File: config.mk
export PLATFORM = sky130hd
export DESIGN_NAME = dsr_core
export DESIGN_NICKNAME = d
export VERILOG_FILES = /design/src/core/dsr_pkg.sv /design/src/core/dsr_core.sv /design/src/core/dsr_fifo.sv
export SDC_FILE = /design/constraint.sdc
export NUM_CORES = 1
export LEC_CHECK = 0
export BUFFER_PORTS_ARGS = -buffer_cell sky130_fd_sc_hd__buf_2
export CORE_MARGIN = 4
export CORE_UTILIZATION = 45
export DETAILED_ROUTE_END_ITERATION = 10
export GPL_TIMING_DRIVEN = 0
export MAX_ROUTING_LAYER = met4
export RECOVER_POWER = 25
export SLEW_MARGIN = 20
export SYNTH_ARGS = -nofsm -noshare
export SYNTH_HDL_FRONTEND = slang
export SYNTH_SLANG_ARGS = --single-unit
File: constraint.sdc
create_clock -name clock -period 2.05 [get_ports clock]
set_input_delay 0.41 -clock clock [delete_from_list [all_inputs] [get_ports clock]]
set_output_delay 0.41 -clock clock [all_outputs]
set_load 0.01 [all_outputs]
File: src/core/dsr_pkg.sv
// Constants and carrier types for the dual serial shift register block.
// Assumes one 250 MHz clock; every pin arrives unsynchronised.
package dsr_pkg;

  // Register geometry
  localparam int STAGES    = 8;
  localparam int LANES     = 2;
  localparam int LAST      = STAGES - 1;
  // Reset and clear value of every stage
  localparam logic [STAGES-1:0] STAGE_RST = 8'h00;
  // Depth of the record buffer
  localparam int REC_DEPTH = 8;
  // Flip-flops in each pin synchroniser
  localparam int SYNC_STAGES = 2;

  // Pins belonging to one register
  typedef struct packed {
    logic sep_shift_clock;
    logic select;
    logic serial_input_a;
    logic serial_input_b;
  } dsr_lane_pin_t;

  // Every pin of the block
  typedef struct packed {
    logic                      common_shift_clock;
    logic                      clear_n;
    dsr_lane_pin_t [LANES-1:0] lane;
  } dsr_pin_t;

  // One buffered record: which lanes shifted and their new last stages
  typedef struct packed {
    logic [LANES-1:0] shifted;
    logic [LANES-1:0] last_stage;
  } dsr_rec_t;

  localparam int REC_WIDTH = $bits(dsr_rec_t);

endpackage : dsr_pkg

File: src/core/dsr_core.sv
// Dual eight-stage serial shift register with OR-ed shift clocks.
// Assumes every pin is asynchronous to clock; records of each shift
// leave through a buffered valid/ready stream.
module dsr_core #(
  parameter int STAGES    = dsr_pkg::STAGES,
  parameter int REC_DEPTH = dsr_pkg::REC_DEPTH
) (
  input  wire logic                            clock,
  input  wire logic                            arst_n,
  input  wire logic                            common_shift_clock,
  input  wire logic                            clear_n,
  input  wire logic [dsr_pkg::LANES-1:0]       sep_shift_clock,
  input  wire logic [dsr_pkg::LANES-1:0]       select,
  input  wire logic [dsr_pkg::LANES-1:0]       serial_input_a,
  input  wire logic [dsr_pkg::LANES-1:0]       serial_input_b,
  output logic      [dsr_pkg::LANES-1:0]       last_stage_out,
  output logic      [dsr_pkg::LANES-1:0]       last_stage_out_n,
  output logic                                 shift_stall,
  output logic                                 rec_valid,
  input  wire logic                            rec_ready,
  output dsr_pkg::dsr_rec_t                    rec_data
);

  localparam int LANES = dsr_pkg::LANES;

  // Refuse a register length the package constants do not describe
  if (STAGES != dsr_pkg::STAGES || REC_DEPTH < 2) begin : g_chk
    $error("dsr_core: STAGES must match the package, REC_DEPTH >= 2");
  end

  dsr_pkg::dsr_pin_t pin_raw;
  dsr_pkg::dsr_pin_t pin_s1_r;
  dsr_pkg::dsr_pin_t pin_s2_r;
  logic [LANES-1:0]  or_clk;
  logic [LANES-1:0]  or_prev_r;
  logic [LANES-1:0]  edge_hit;
  logic [LANES-1:0]  sel_bit;
  logic [LANES-1:0]  pend_r;
  logic [LANES-1:0]  pend_bit_r;
  logic [LANES-1:0]  go;
  logic [STAGES-1:0] stage_r [LANES];
  logic [LANES-1:0]  new_last;
  logic              clr_on;
  logic              fifo_in_ready;
  logic              push;
  dsr_pkg::dsr_rec_t rec_in;

  // Picks the serial source for one register
  function automatic logic pick_serial(input logic sel, input logic a,
                                       input logic b);
    return sel ? b : a;
  endfunction

  // Gather the pins into one carrier
  always_comb begin
    pin_raw.common_shift_clock = common_shift_clock;
    pin_raw.clear_n            = clear_n;
    for (int i = 0; i < LANES; i++) begin
      pin_raw.lane[i].sep_shift_clock = sep_shift_clock[i];
      pin_raw.lane[i].select          = select[i];
      pin_raw.lane[i].serial_input_a  = serial_input_a[i];
      pin_raw.lane[i].serial_input_b  = serial_input_b[i];
    end
  end

  // Two-flop synchroniser on every pin; clear reads as active at reset
  always_ff @(posedge clock or negedge arst_n) begin
    if (!arst_n) begin
      pin_s1_r <= '0;
      pin_s2_r <= '0;
    end else begin
      pin_s1_r <= pin_raw;
      pin_s2_r <= pin_s1_r;
    end
  end

  assign clr_on = !pin_s2_r.clear_n;

  // OR of the own and common clock per register, serial mux per register
  always_comb begin
    for (int i = 0; i < LANES; i++) begin
      or_clk[i]  = pin_s2_r.lane[i].sep_shift_clock
                 | pin_s2_r.common_shift_clock;
      sel_bit[i] = pick_serial(pin_s2_r.lane[i].select,
                               pin_s2_r.lane[i].serial_input_a,
                               pin_s2_r.lane[i].serial_input_b);
    end
  end

  // Previous OR level; a rise only after both clocks were low
  always_ff @(posedge clock or negedge arst_n) begin
    if (!arst_n) begin
      or_prev_r <= '1;
    end else begin
      or_prev_r <= or_clk;
    end
  end

  // High on either clock masks the other, so only a low-to-high counts
  assign edge_hit = or_clk & ~or_prev_r;

  // Shifts wait while the record buffer is full
  assign go          = pend_r & {LANES{fifo_in_ready && !clr_on}};
  assign shift_stall = |pend_r && !fifo_in_ready;
  assign push        = |go;

  // Pending shift holds the bit trapped at the edge; later edges
  // arriving while a stalled shift waits are dropped
  always_ff @(posedge clock or negedge arst_n) begin
    if (!arst_n) begin
      pend_r     <= '0;
      pend_bit_r <= '0;
    end else begin
      for (int i = 0; i < LANES; i++) begin
        if (clr_on) begin
          pend_r[i] <= 1'b0;
        end else if (edge_hit[i] && (!pend_r[i] || go[i])) begin
          pend_r[i]     <= 1'b1;
          pend_bit_r[i] <= sel_bit[i];
        end else if (go[i]) begin
          pend_r[i] <= 1'b0;
        end
      end
    end
  end

  // Eight stages per register hold until go; clear wins
  always_ff @(posedge clock or negedge arst_n) begin
    if (!arst_n) begin
      for (int i = 0; i < LANES; i++) begin
        stage_r[i] <= dsr_pkg::STAGE_RST;
      end
    end else begin
      for (int i = 0; i < LANES; i++) begin
        if (clr_on) begin
          stage_r[i] <= dsr_pkg::STAGE_RST;
        end else if (go[i]) begin
          // Bit travels stage 0 to stage 7 in eight shifts
          stage_r[i] <= {stage_r[i][STAGES-2:0], pend_bit_r[i]};
        end
      end
    end
  end

  // Complement kept in its own flop so both outputs are registered
  always_ff @(posedge clock or negedge arst_n) begin
    if (!arst_n) begin
      last_stage_out_n <= '1;
    end else begin
      for (int i = 0; i < LANES; i++) begin
        if (clr_on) begin
          last_stage_out_n[i] <= 1'b1;
        end else if (go[i]) begin
          last_stage_out_n[i] <= ~stage_r[i][STAGES-2];
        end
      end
    end
  end

  // True last-stage outputs straight from the stages
  always_comb begin
    for (int i = 0; i < LANES; i++) begin
      last_stage_out[i] = stage_r[i][STAGES-1];
      new_last[i]       = stage_r[i][STAGES-2];
    end
  end

  // Record of each shift: which lanes moved and their new last stages
  assign rec_in.shifted    = go;
  assign rec_in.last_stage = (new_last & go) | (last_stage_out & ~go);

  dsr_fifo #(
    .WIDTH (dsr_pkg::REC_WIDTH),
    .DEPTH (REC_DEPTH)
  ) u_rec_fifo (
    .clock     (clock),
    .arst_n    (arst_n),
    .in_valid  (push),
    .in_ready  (fifo_in_ready),
    .in_data   (rec_in),
    .out_valid (rec_valid),
    .out_ready (rec_ready),
    .out_data  (rec_data)
  );

  for (genvar g = 0; g < LANES; g++) begin : g_chk_lane
    logic       trk_bit_r;
    logic [3:0] trk_cnt_r;

    // Follows one entered bit through eight shifts for the depth check
    always_ff @(posedge clock or negedge arst_n) begin
      if (!arst_n) begin
        trk_bit_r <= 1'b0;
        trk_cnt_r <= 4'h0;
      end else if (clr_on) begin
        trk_cnt_r <= 4'h0;
      end else if (go[g]) begin
        if (trk_cnt_r == 4'h0) begin
          trk_bit_r <= pend_bit_r[g];
        end
        trk_cnt_r <= (trk_cnt_r == 4'(STAGES - 1)) ? 4'h0
                                                   : trk_cnt_r + 4'h1;
      end
    end

  end
endmodule // dsr_core

File: src/core/dsr_fifo.sv
// Small FIFO with a registered read stage, valid/ready on both sides.
// Assumes one clock and an active-low asynchronous reset.
module dsr_fifo #(
  parameter int WIDTH = 4,
  parameter int DEPTH = 8
) (
  input  wire logic             clock,
  input  wire logic             arst_n,
  input  wire logic             in_valid,
  output logic                  in_ready,
  input  wire logic [WIDTH-1:0] in_data,
  output logic                  out_valid,
  input  wire logic             out_ready,
  output logic      [WIDTH-1:0] out_data
);

  localparam int PW = (DEPTH > 1) ? $clog2(DEPTH) : 1;
  localparam int CW = $clog2(DEPTH + 1);

  // Refuse shapes the pointer wrap cannot serve
  if (DEPTH < 2 || (DEPTH & (DEPTH - 1)) != 0 || WIDTH < 1) begin : g_chk
    $error("dsr_fifo: DEPTH must be a power of two >= 2, WIDTH >= 1");
  end

  logic [WIDTH-1:0] mem_r [DEPTH];
  logic [PW-1:0]    wr_ptr_r;
  logic [PW-1:0]    rd_ptr_r;
  logic [CW-1:0]    mem_cnt_r;
  logic             out_valid_r;
  logic [WIDTH-1:0] out_data_r;
  logic             push;
  logic             load;
  logic [CW:0]      occupancy;

  // Occupancy counts the output register too, so full is honest
  assign occupancy = {1'b0, mem_cnt_r} + {{CW{1'b0}}, out_valid_r};
  assign in_ready  = occupancy < (CW + 1)'(DEPTH);
  assign push      = in_valid && in_ready;
  assign load      = (mem_cnt_r != '0) && (!out_valid_r || out_ready);
  assign out_valid = out_valid_r;
  assign out_data  = out_data_r;

  // Storage array, written only on an accepted push
  always_ff @(posedge clock) begin
    if (push) begin
      mem_r[wr_ptr_r] <= in_data;
    end
  end

  // Pointers and fill count
  always_ff @(posedge clock or negedge arst_n) begin
    if (!arst_n) begin
      wr_ptr_r  <= '0;
      rd_ptr_r  <= '0;
      mem_cnt_r <= '0;
    end else begin
      if (push) wr_ptr_r <= wr_ptr_r + PW'(1);
      if (load) rd_ptr_r <= rd_ptr_r + PW'(1);
      mem_cnt_r <= mem_cnt_r + CW'(push) - CW'(load);
    end
  end

  // Registered read stage
  always_ff @(posedge clock or negedge arst_n) begin
    if (!arst_n) begin
      out_valid_r <= 1'b0;
      out_data_r  <= '0;
    end else if (load) begin
      out_valid_r <= 1'b1;
      out_data_r  <= mem_r[rd_ptr_r];
    end else if (out_ready) begin
      out_valid_r <= 1'b0;
    end
  end

endmodule // dsr_fifo

# After elaboration in Yosys (flattened, before gate mapping)
# Memory sizes are Yosys's and may differ from the RTL's. A register that Yosys moved wholly into a read port is not among the register bits.
# Cells that the tools add are included.
[totals] regBits=55 ram_bits=32 input_bits=13 output_inout_bits=10 wordCells=95 n_memories=1
[memory_table] memory="u_rec_fifo.mem_r" depth=8 width=4 rd=1 rd_ports_with_merged_regs=1 wr=1 line="dsr_fifo.sv:25" source="logic [WIDTH-1:0] mem_r [DEPTH];"
[classes] n_addsub=5 magnitude_cmp=1 n_eq_ne=4 muxes=20 bitwise=11 reduce_logical=20
[op_table] cell="8-bit two-way mux" n=4
[op_table] cell="1-bit two-way mux" n=16
[op_table] cell="2-bit AND" n=4
[op_table] cell="3-bit by 1-bit adder with 3-bit output (second input constant)" n=2
[op_table] cell="1-bit logical AND" n=6
[op_table] cell="3-bit by 1-bit inequality test with 1-bit output (second input constant)" n=2
[op_table] cell="4-bit by 1-bit adder with 5-bit output" n=1
[op_table] cell="1-bit zero test" n=5
[op_table] cell="5-bit by 4-bit less-than comparator with 1-bit output (second input constant)" n=1
[op_table] cell="4-bit by 1-bit adder with 4-bit output" n=1
[op_table] cell="2-bit by 1-bit inequality test with 1-bit output (second input constant)" n=2
[op_table] cell="2-bit NOT" n=2
[op_table] cell="2-bit AND reduction" n=2
[op_table] cell="4-bit nonzero test" n=1
[op_table] cell="2-bit OR reduction" n=2
[op_table] cell="4-bit by 1-bit subtractor with 4-bit output" n=1
[op_table] cell="1-bit logical OR" n=3
[op_table] cell="1-bit NOT" n=2
[op_table] cell="1-bit bitwise OR" n=2
[op_table] cell="2-bit bitwise OR" n=1
[op_table] cell="2-bit nonzero test" n=1

# Logic depth before layout (Yosys ltp)
# Gate-level depths: netlist of run 1.
[depth] depth_word=8 ltp_mapped=11 ltp_nobuf=10

# Cells and area by module
# Synthesis of run 1 repeated with hierarchy kept, for this count alone.
[hier_totals] cells_unflattened=263 hier_area_um2=3683.5
[modules_own_cells] mod="dsr_fifo" instances=1 cells_each=142 area_each_um2=2138.3 seq_area_each_um2=1336.3
[modules_own_cells] mod="dsr_core" instances=1 cells_each=121 area_each_um2=1545.2 seq_area_each_um2=1106.1

# Least setup slack after synthesis of run 1
# Ideal clock, no wire load.
[synth_path] path_type="reg-to-reg" startpoint="register u_rec_fifo.mem_cnt_r[3]" endpoint="register u_rec_fifo.mem_cnt_r[2]" setup_ns=0.123 arrival_ns=2.146 required_time_ns=1.927 slack_ns=-0.219 path_stages_with_launch=12 path_buffers=1 period_less_slack_ns=2.269 path_cell_list="dfrtp_1 -> inv_1 -> ha_1 -> nor3b_1 -> a21oi_1 -> buf_2 -> ha_1 -> inv_1 -> ha_1 -> inv_1 -> fa_1 -> xnor2_1"
[synth_via] word_cells_on_any_way=10 classes_between="add/sub: 3; order compare: 1; bitwise: 1; reduce/logical: 5"
[synth_lines] element="start: declaration" line="dsr_fifo.sv:28" source="logic [CW-1:0] mem_cnt_r;"
[synth_lines] element="start signal: assignment" line="dsr_fifo.sv:59" source="mem_cnt_r <= mem_cnt_r + CW'(push) - CW'(load);"
[synth_lines] element="4-bit nonzero test" line="dsr_fifo.sv:39" source="assign load = (mem_cnt_r != '0) && (!out_valid_r || out_ready);"
[synth_lines] element="1-bit logical AND" line="dsr_fifo.sv:39"
[synth_lines] element="named net u_rec_fifo.load" line="dsr_fifo.sv:32" source="logic load;"
[synth_lines] element="4-bit by 1-bit subtractor with 4-bit output" line="dsr_fifo.sv:59"
# The timed path passes the listed nets, and every way through them passes these cells.
# A chain may end at the register's enable or synchronous reset.

# Worst setup path in the final report of run 1
[layout_path] startpoint="register u_rec_fifo.mem_cnt_r[2]" endpoint="output shift_stall"
[layout_via] elab_chain_cells=4
[layout_lines] element="4-bit by 1-bit adder with 5-bit output" line="dsr_fifo.sv:36" source="assign occupancy = {1'b0, mem_cnt_r} + {{CW{1'b0}}, out_valid_r};"
[layout_lines] element="5-bit by 4-bit less-than comparator with 1-bit output" line="dsr_fifo.sv:37" source="assign in_ready = occupancy < (CW + 1)'(DEPTH);"
[layout_lines] element="1-bit zero test" line="dsr_core.sv:104" source="assign shift_stall = |pend_r && !fifo_in_ready;"
[layout_lines] element="1-bit logical AND" line="dsr_core.sv:104"
[layout_lines] element="end: declaration" line="dsr_core.sv:18" source="output logic shift_stall,"
# Every way passes these cells.

==> key figures, run 1 <==
Finish
  – Multi-input gate area: 1351 um^2
  – Antenna diodes: 0
  – Commonest non-fill, non-tap cells in the layout: 52 x dfrtp_1, 32 x mux2i_1, 32 x edfxtp_1
  – P&R area growth vs syn: 20.01%
  – Most common cell after layout, fill and taps aside: dfrtp_1
  – Number of fill cells in the layout: 659
  – FF+latch area: 2446 um^2
  – Final core occ: 56.61%
  – Share of cells above drive strength 1: 33.86%
  – Final Net Count: 337

Timing
  – Hold WS: 0.1490 ns
  – Final worst path period share: 101.1%
  – Final worst slack: -0.02211 ns
  – Crit path time final: 2.072 ns
  – Slew Viols, Final: 0
  – Final setup fails: 3
  – RSZ-0062 raised after global routing: yes
  – Setup TNS Final: -0.03847 ns
  – Fmax: 482.6 MHz
  – Max_slew headroom: 5.518%
  – Clock Skews: 0.01129 ns
  – Final Hold Fails: 0
  – Least-Margin Pin Slew: 1.417 ns

Synth
  – Top cell type by total area after synthesis: dfrtp_1
  – Sequential fraction of the synthesis area: 65.64%
  – Synth async-reset ratio: 64.84%
  – Ys flop type: dfrtp_1
  – Syn Std Cell Area: 3721 um^2
  – Syn Area/Cell: 13.83 um^2
  – Top-area cell type share of the netlist area: 36.99%
  – Syn_nets: 292
  – Mapped Cells: 269
  – Yosys reg bits: 91
  – Yosys warns: 0
  – Number of synthesized flops with an enable pin: 32
  – Post-synth cell types: 41
  – Synth area leaders: dfrtp_1 37%, edfxtp_1 26%, mux2i_1 8.6%

Outcome
  – Outcome: finished, violations left
  – Failing checks: negative setup slack

Placed design
  – Final HPWL DP: 4.165 mm
  – RD Place Congestion: 0.7981
  – PortBufs: 22

Route
  – 1st-iter DRT viols: 72
  – Detailed-route DRC error count: 0
  – WL/cell: 14.53 um
  – First-pass DRT Iterations: 4
  – Total number of vias: 2141
  – Antenna Nets Post-Route: 0
  – DR vias/cell: 5.086
  – Drt total wl: 6.117 mm

Worst setup path
  – Max FO, Critical Path: 3
  – CP bufs+invs: 2
  – Max stage delay cell, worst path: dfrtp_2
  – Crit path largest cell delay: 0.43 ns
  – Cells along the critical path: ha_4 -> buf_4 -> a21oi_2 -> o21ai_2 -> nand2_2 -> nor2_2 -> buf_2
  – Crit Path Category: register to output port
  – Endpoint class of the critical path: output port
  – Setup crit start kind: register
  – Worst r2r src: u_rec_fifo.mem_cnt_r[2]
  – R2r setup slk: -0.01 ns
  – Worst Setup SP: u_rec_fifo.mem_cnt_r[2]
  – Worst Path Required: 1.64 ns
  – CP arrival: 1.66 ns
  – Top delay family on crit path: flip-flops

Global route
  – First-pass GRT wire length: 10.46 mm
  – Number of global-route vias before repair: 2142
  – GR Overflow Total: 0
  – Initial antenna violation count: 0
  – GRT Util Overall: 14.33%
  – Largest net degree at the start of global routing: 60

Clock tree
  – CTS H-tree depth: 3
  – Clock Latency Late Sink: 0.36 ns
  – CTS tree: done
  – Hold buffers post-CTS: 0
  – Sink Count: 91
  – Num CTS Buffers: 9
  – Root buffer cell: clkbuf_8
  – Clock transition at the registers of the reported paths: 0.09 ns
  – Clk buf depth: 2

Floorplan
  – I/O pin count: 23
  – Die Y: 98.94 um
  – Initial Util: 47.18%
  – Die ar.: 9788 um^2
  – Die X: 98.94 um
  – Site Rows: 32
  – Core ar.: 7888 um^2

Hold path
  – HP Start: serial_input_a[0]
  – HP Class: primary input to register

Pwr
  – Power density of the placed cells: 1208 nW/um^2
  – Leakage power: 1.946 nW
  – Tot Pwr: 5.394 mW
  – Worst VDD drop: 0.0008152 V

Job
  – Maxcap violations: 0
-- final timing paths --
path | endpoint | cells after the start
worst max register to register | u_rec_fifo.mem_cnt_r[1] | 8
worst min register to register | pin_s2_r[6] | 0
min in group asynchronous | stage_r[13] | 1
worst max-delay path | shift_stall | 7
max in group asynchronous | u_rec_fifo.mem_cnt_r[1] | 1
worst min-delay path | pin_s1_r[1] | 1
-- power breakdown --
group          switching (mW)  internal (mW)  total (mW)
clock network           0.618          0.603        1.22
registers               0.229           2.10        2.33
logic                   0.947          0.898        1.84
total                    1.79           3.60        5.39
-- what timing repair did --
| action | CTS | global route |
|---|---|---|
| pin swaps | 8 | 6 |
| setup buffers | 10 | 3 |
| resized for setup | 22 | 12 |
| endpoints found under the setup margin | 44 | 47 |
-- logic make-up after synthesis --
kind of cell	after synthesis	share of synthesized area [%]
adders and majority gates	10	3.564
xor gates and xnor gates	6	1.412
muxes	42	12.10
AOI/OAI and AO/OA	29	5.044
and+or+nand+nor	63	8.608
buffers and inverters	28	3.631
DFF	91	65.64
-- synth_stat cells, drive strengths merged, types with 3 or more instances --
cell type   n
a21oi       3
mux2        9
nand3       8
ha          9
nor2       10
o31ai       4
mux2i      33
nor2b       3
o21ai       9
inv        19
xor2        4
nand2      24
buf         8
nor3        4
edfxtp     32
dfstp       4
dfrtp      55
a22oi       8
nand2b      3
-- per-stage QoR --
step           instance area [um^2]  setup slack [ns]  std cells
2_1_floorplan                  3802          -0.09597        269
3_3_place_gp                   4040           -0.4134        393
3_5_place_dp                   4043           -0.4838        393
4_1_cts                        4402          -0.09799        419
5_1_grt                        4466           -0.1226        421
6_report                       4466          -0.02211        421
-- per-layer routing --
layer / vias to the layer above / track usage (%) / part of all wire [%]
met2: 31 / 21.38 / 48
met5: - / - / 0
met3: 12 / 3.822 / 3.5
li1: 1039 / - / -
met1: 1059 / 18.32 / 47
met4: 0 / 6.618 / 2.2
-- flip-flops by register name, summed over array words and instances, names as in the netlist --
name                  cells
pin_s1_r                 10
u_rec_fifo.wr_ptr_r       3
u_rec_fifo.out_valid      1
u_rec_fifo.mem_r         32
or_prev_r                 2
u_rec_fifo.mem_cnt_r      4
stage_r                  12
last_stage_out            2
new_last                  2
last_stage_out_n          2
pend_bit_r                2
pend_r                    2
u_rec_fifo.out_data       4
u_rec_fifo.rd_ptr_r       3
pin_s2_r                 10
-- final cells by class --
cell class              instances  area share, %
plain buffers                   8          1.317
multi-input cells             150          30.26
clock buffers                  11          3.166
flip-flops and latches         91          54.78
repair buffers                 35          4.651
inverters                      19          1.653
well taps                     102          2.858
clock inverters                 5          1.317
(Power assumes the default switching activity.)
==> inputs of run 2 (changes only) <==
--- a/config.mk
+++ b/config.mk
@@ -5,7 +5,9 @@
 export SDC_FILE = /design/constraint.sdc
 export NUM_CORES = 1
 export LEC_CHECK = 0
+export ABC_CLOCK_PERIOD_IN_PS = 2050
 export BUFFER_PORTS_ARGS = -buffer_cell sky130_fd_sc_hd__buf_2
+export CORE_ASPECT_RATIO = 0.5
 export CORE_MARGIN = 4
 export CORE_UTILIZATION = 45
 export DETAILED_ROUTE_END_ITERATION = 10
==> run 2 against run 1 <==
The flow still finishes with violations (negative setup slack). Cell area up 6.7%. Power up 16%. Critical path depth up 2. Setup slack worse by 0.092 ns. Global-route usage up 1.5 points. Clock power up 49%. Final cell count up 5.7%. Maximum frequency down 4.2%. Die area up 0.90%. Count of clock-buffer cells in the layout up 1. Utilization up 2.7 points. Largest cell class unchanged. Largest power group unchanged.
==> key figures, run 2 (synthesis results as in run 1) <==
Worst setup path
  – Endpoint class of the critical path: register
  – Crit path largest cell delay: 0.53 ns (+0.10 ns)
  – R2r setup slk: -0.11 ns (-0.10 ns)
  – Crit Path Category: register to register
  – Cells along the critical path: buf_6 -> ha_4 -> nor2b_4 -> mux2_4 -> nor3_4 -> ha_4 -> inv_2 -> fa_2 -> inv_2
  – Depth of the most critical reg-to-reg path: 9 (+1)
  – Setup crit start kind: register
  – Top delay family on crit path: adder cells
  – Max FO, Critical Path: 3 (unchanged)
  – Worst r2r src: u_rec_fifo.mem_cnt_r[2]
  – CP bufs+invs: 3 (+1)
  – R2R Path End: u_rec_fifo.mem_cnt_r[1]
  – Worst Path Required: 2.29 ns (+0.65 ns)
  – CP arrival: 2.40 ns (+0.74 ns)
  – Max stage delay cell, worst path: fa_2

Global route
  – Initial antenna violation count: 0 (unchanged)
  – First-pass GRT wire length: 11.40 mm (+9.0%)
  – Number of global-route vias before repair: 2273 (+6.1%)
  – GR Overflow Total: 0 (unchanged)
  – Largest net degree at the start of global routing: 60 (unchanged)
  – GRT Util Overall: 15.82% (+1.5 points)

Finish
  – Finished Layout Cells: 445 (+5.7%)
  – Antenna diodes: 0 (unchanged)
  – Max FFs per register: 32 (unchanged)
  – Number of fill cells in the layout: 627 (-4.9%)
  – Final core occ: 59.34% (+2.7 points)
  – Commonest non-fill, non-tap cells in the layout: 53 x dfrtp_1, 32 x mux2i_1, 32 x edfxtp_1
  – Final Cell Area: 4765 um^2 (+6.7%)
  – Final Net Count: 351 (+4.2%)
  – Biggest regs: u_rec_fifo.mem_r x32, stage_r x12
  – Share of cells above drive strength 1: 38.44% (+4.6 points)
  – Most common cell after layout, fill and taps aside: dfrtp_1
  – P&R area growth vs syn: 28.04%
  – Most flops, register: u_rec_fifo.mem_r

Clock tree
  – Sink Count: 91 (unchanged)
  – CTS H-tree depth: 3 (unchanged)
  – Num CTS Buffers: 9 (unchanged)
  – Hold buffers post-CTS: 0 (unchanged)
  – Clk buf depth: 2 (unchanged)
  – Clock transition at the registers of the reported paths: 0.06 ns (-0.03 ns)
  – Root buffer cell: clkbuf_16
  – Clock Latency Late Sink: 0.34 ns (-0.02 ns)
  – CTS tree: done

Floorplan
  – Die Y: 72.30 um (-27%)
  – Site Rows: 23 (-28%)
  – I/O pin count: 23 (unchanged)
  – Initial Util: 46.35% (-0.83 points)
  – Core ar.: 8029 um^2 (+1.8%)
  – Die ar.: 9876 um^2 (+0.90%)
  – Die X: 136.6 um (+38%)

Timing
  – Final worst slack: -0.1137 ns (-0.09159 ns)
  – Final setup fails: 36 (+33)
  – Hold WS: 0.1769 ns (+0.02791 ns)
  – Max_slew headroom: 2.573% (-2.9 points)
  – Clock Skews: 0.007668 ns (-0.003625 ns)
  – Final Hold Fails: 0 (unchanged)
  – Setup TNS Final: -1.540 ns (-1.501 ns)
  – Least-Margin Pin Slew: 1.461 ns (+0.04418 ns)
  – Crit path time final: 2.164 ns (+0.09159 ns)
  – Final worst path period share: 105.5% (+4.5 points)
  – Slew Viols, Final: 0 (unchanged)
  – RSZ-0062 raised after global routing: yes
  – Fmax: 462.2 MHz (-4.2%)

Route
  – DR vias/cell: 4.993 (-1.8%)
  – 1st-iter DRT viols: 129 (+79%)
  – Detailed-route DRC error count: 0 (unchanged)
  – Antenna Nets Post-Route: 0 (unchanged)
  – WL/cell: 15.61 um (+7.5%)
  – Drt total wl: 6.948 mm (+14%)
  – Total number of vias: 2222 (+3.8%)
  – First-pass DRT Iterations: 4 (unchanged)

Placed design
  – Placement Setup Slack: -0.4593 ns (+0.02449 ns)
  – PortBufs: 22 (unchanged)
  – Placed insts: 403 (+2.5%)
  – RD Place Congestion: 0.7356 (-7.8%)
  – Dpl cell area: 4055 um^2 (+0.31%)
  – Final HPWL DP: 4.402 mm (+5.7%)

Pwr
  – Leakage power: 2.087 nW (+7.2%)
  – Power density of the placed cells: 1312 nW/um^2 (+8.6%)
  – Worst VDD drop: 0.0005753 V (-29%)
  – Tot Pwr: 6.251 mW (+16%)

Hold path
  – Hold EP: pin_s1_r[9]
  – Hold Path Depth: 1 (unchanged)
  – HP Class: primary input to register
  – HP Start: common_shift_clock

Job
  – Maxcap violations: 0 (unchanged)

Outcome
  – Outcome: finished, violations left
  – Failing checks: negative setup slack
run 2: changes by cell type in the layout (fill, tap and decap cells not counted), moves of 3 or more:
| cell | change |
|---|---|
| buf_4 | +13 |
| clkbuf_8 | -9 |
| o31ai_1 | -3 |
| clkbuf_16 | +10 |
run 2: cell type report:
type	instances	area (um^2)	area share, %
plain buffers	8	58.81	1.234
inverters	19	73.82	1.549
repair buffers	49	316.6	6.644
multi-input cells	150	1393	29.23
well taps	112	140.1	2.941
clock buffers	12	267.8	5.620
clock inverters	4	70.07	1.471
flip-flops and latches	91	2445	51.31
run 2: worst max path at each step:
stage	start	end	slack (ns)	cells past startpoint
2_1_floorplan	u_rec_fifo.mem_cnt_r[3]	u_rec_fifo.mem_cnt_r[1]	-0.1	11
3_5_place_dp	u_rec_fifo.mem_cnt_r[1]	u_rec_fifo.mem_r[4][0]	-0.46	6
3_3_place_gp	u_rec_fifo.mem_cnt_r[1]	u_rec_fifo.mem_r[5][1]	-0.36	6
4_1_cts	u_rec_fifo.mem_cnt_r[2]	u_rec_fifo.mem_cnt_r[1]	-0.17	9
6_report	u_rec_fifo.mem_cnt_r[2]	u_rec_fifo.mem_cnt_r[1]	-0.11	9
5_1_grt	u_rec_fifo.mem_cnt_r[2]	u_rec_fifo.mem_r[0][0]	-0.18	7
run 2: worst reg2reg max path, delay by kind of cell (launching register included):
kind,cells,cell delay (ns)
fa+ha+maj,3,0.86
flops,1,0.42
simple gates,2,0.29
mux,1,0.28
buf+inv,3,0.21
run 2: report_power, final:
group | switching, mW | total, mW | internal, mW
clock | 0.649 | 1.82 | 1.17
combinational | 1.04 | 2.08 | 1.04
sequential | 0.246 | 2.35 | 2.10
run 2: per-layer routing:
metal  vias up  global-route usage [%]  share of wire, %  wire [um]
li1       1061                       -                 -          -
met1      1121                   19.51                45       3128
met2        29                   25.08                50       3465
met3        11                   5.402               3.8        263
met4         0                   4.693               1.3         90
met5         -                       -                 0          0
run 2: what timing repair did:
| item | CTS | global route |
|---|---|---|
| endpoints found under the hold margin | 0 | 0 |
| setup endpoints to repair | 60 | 62 |
| pin swaps | 11 | 7 |
| setup buffers | 20 | 7 |
| gates resized for setup | 29 | 14 |
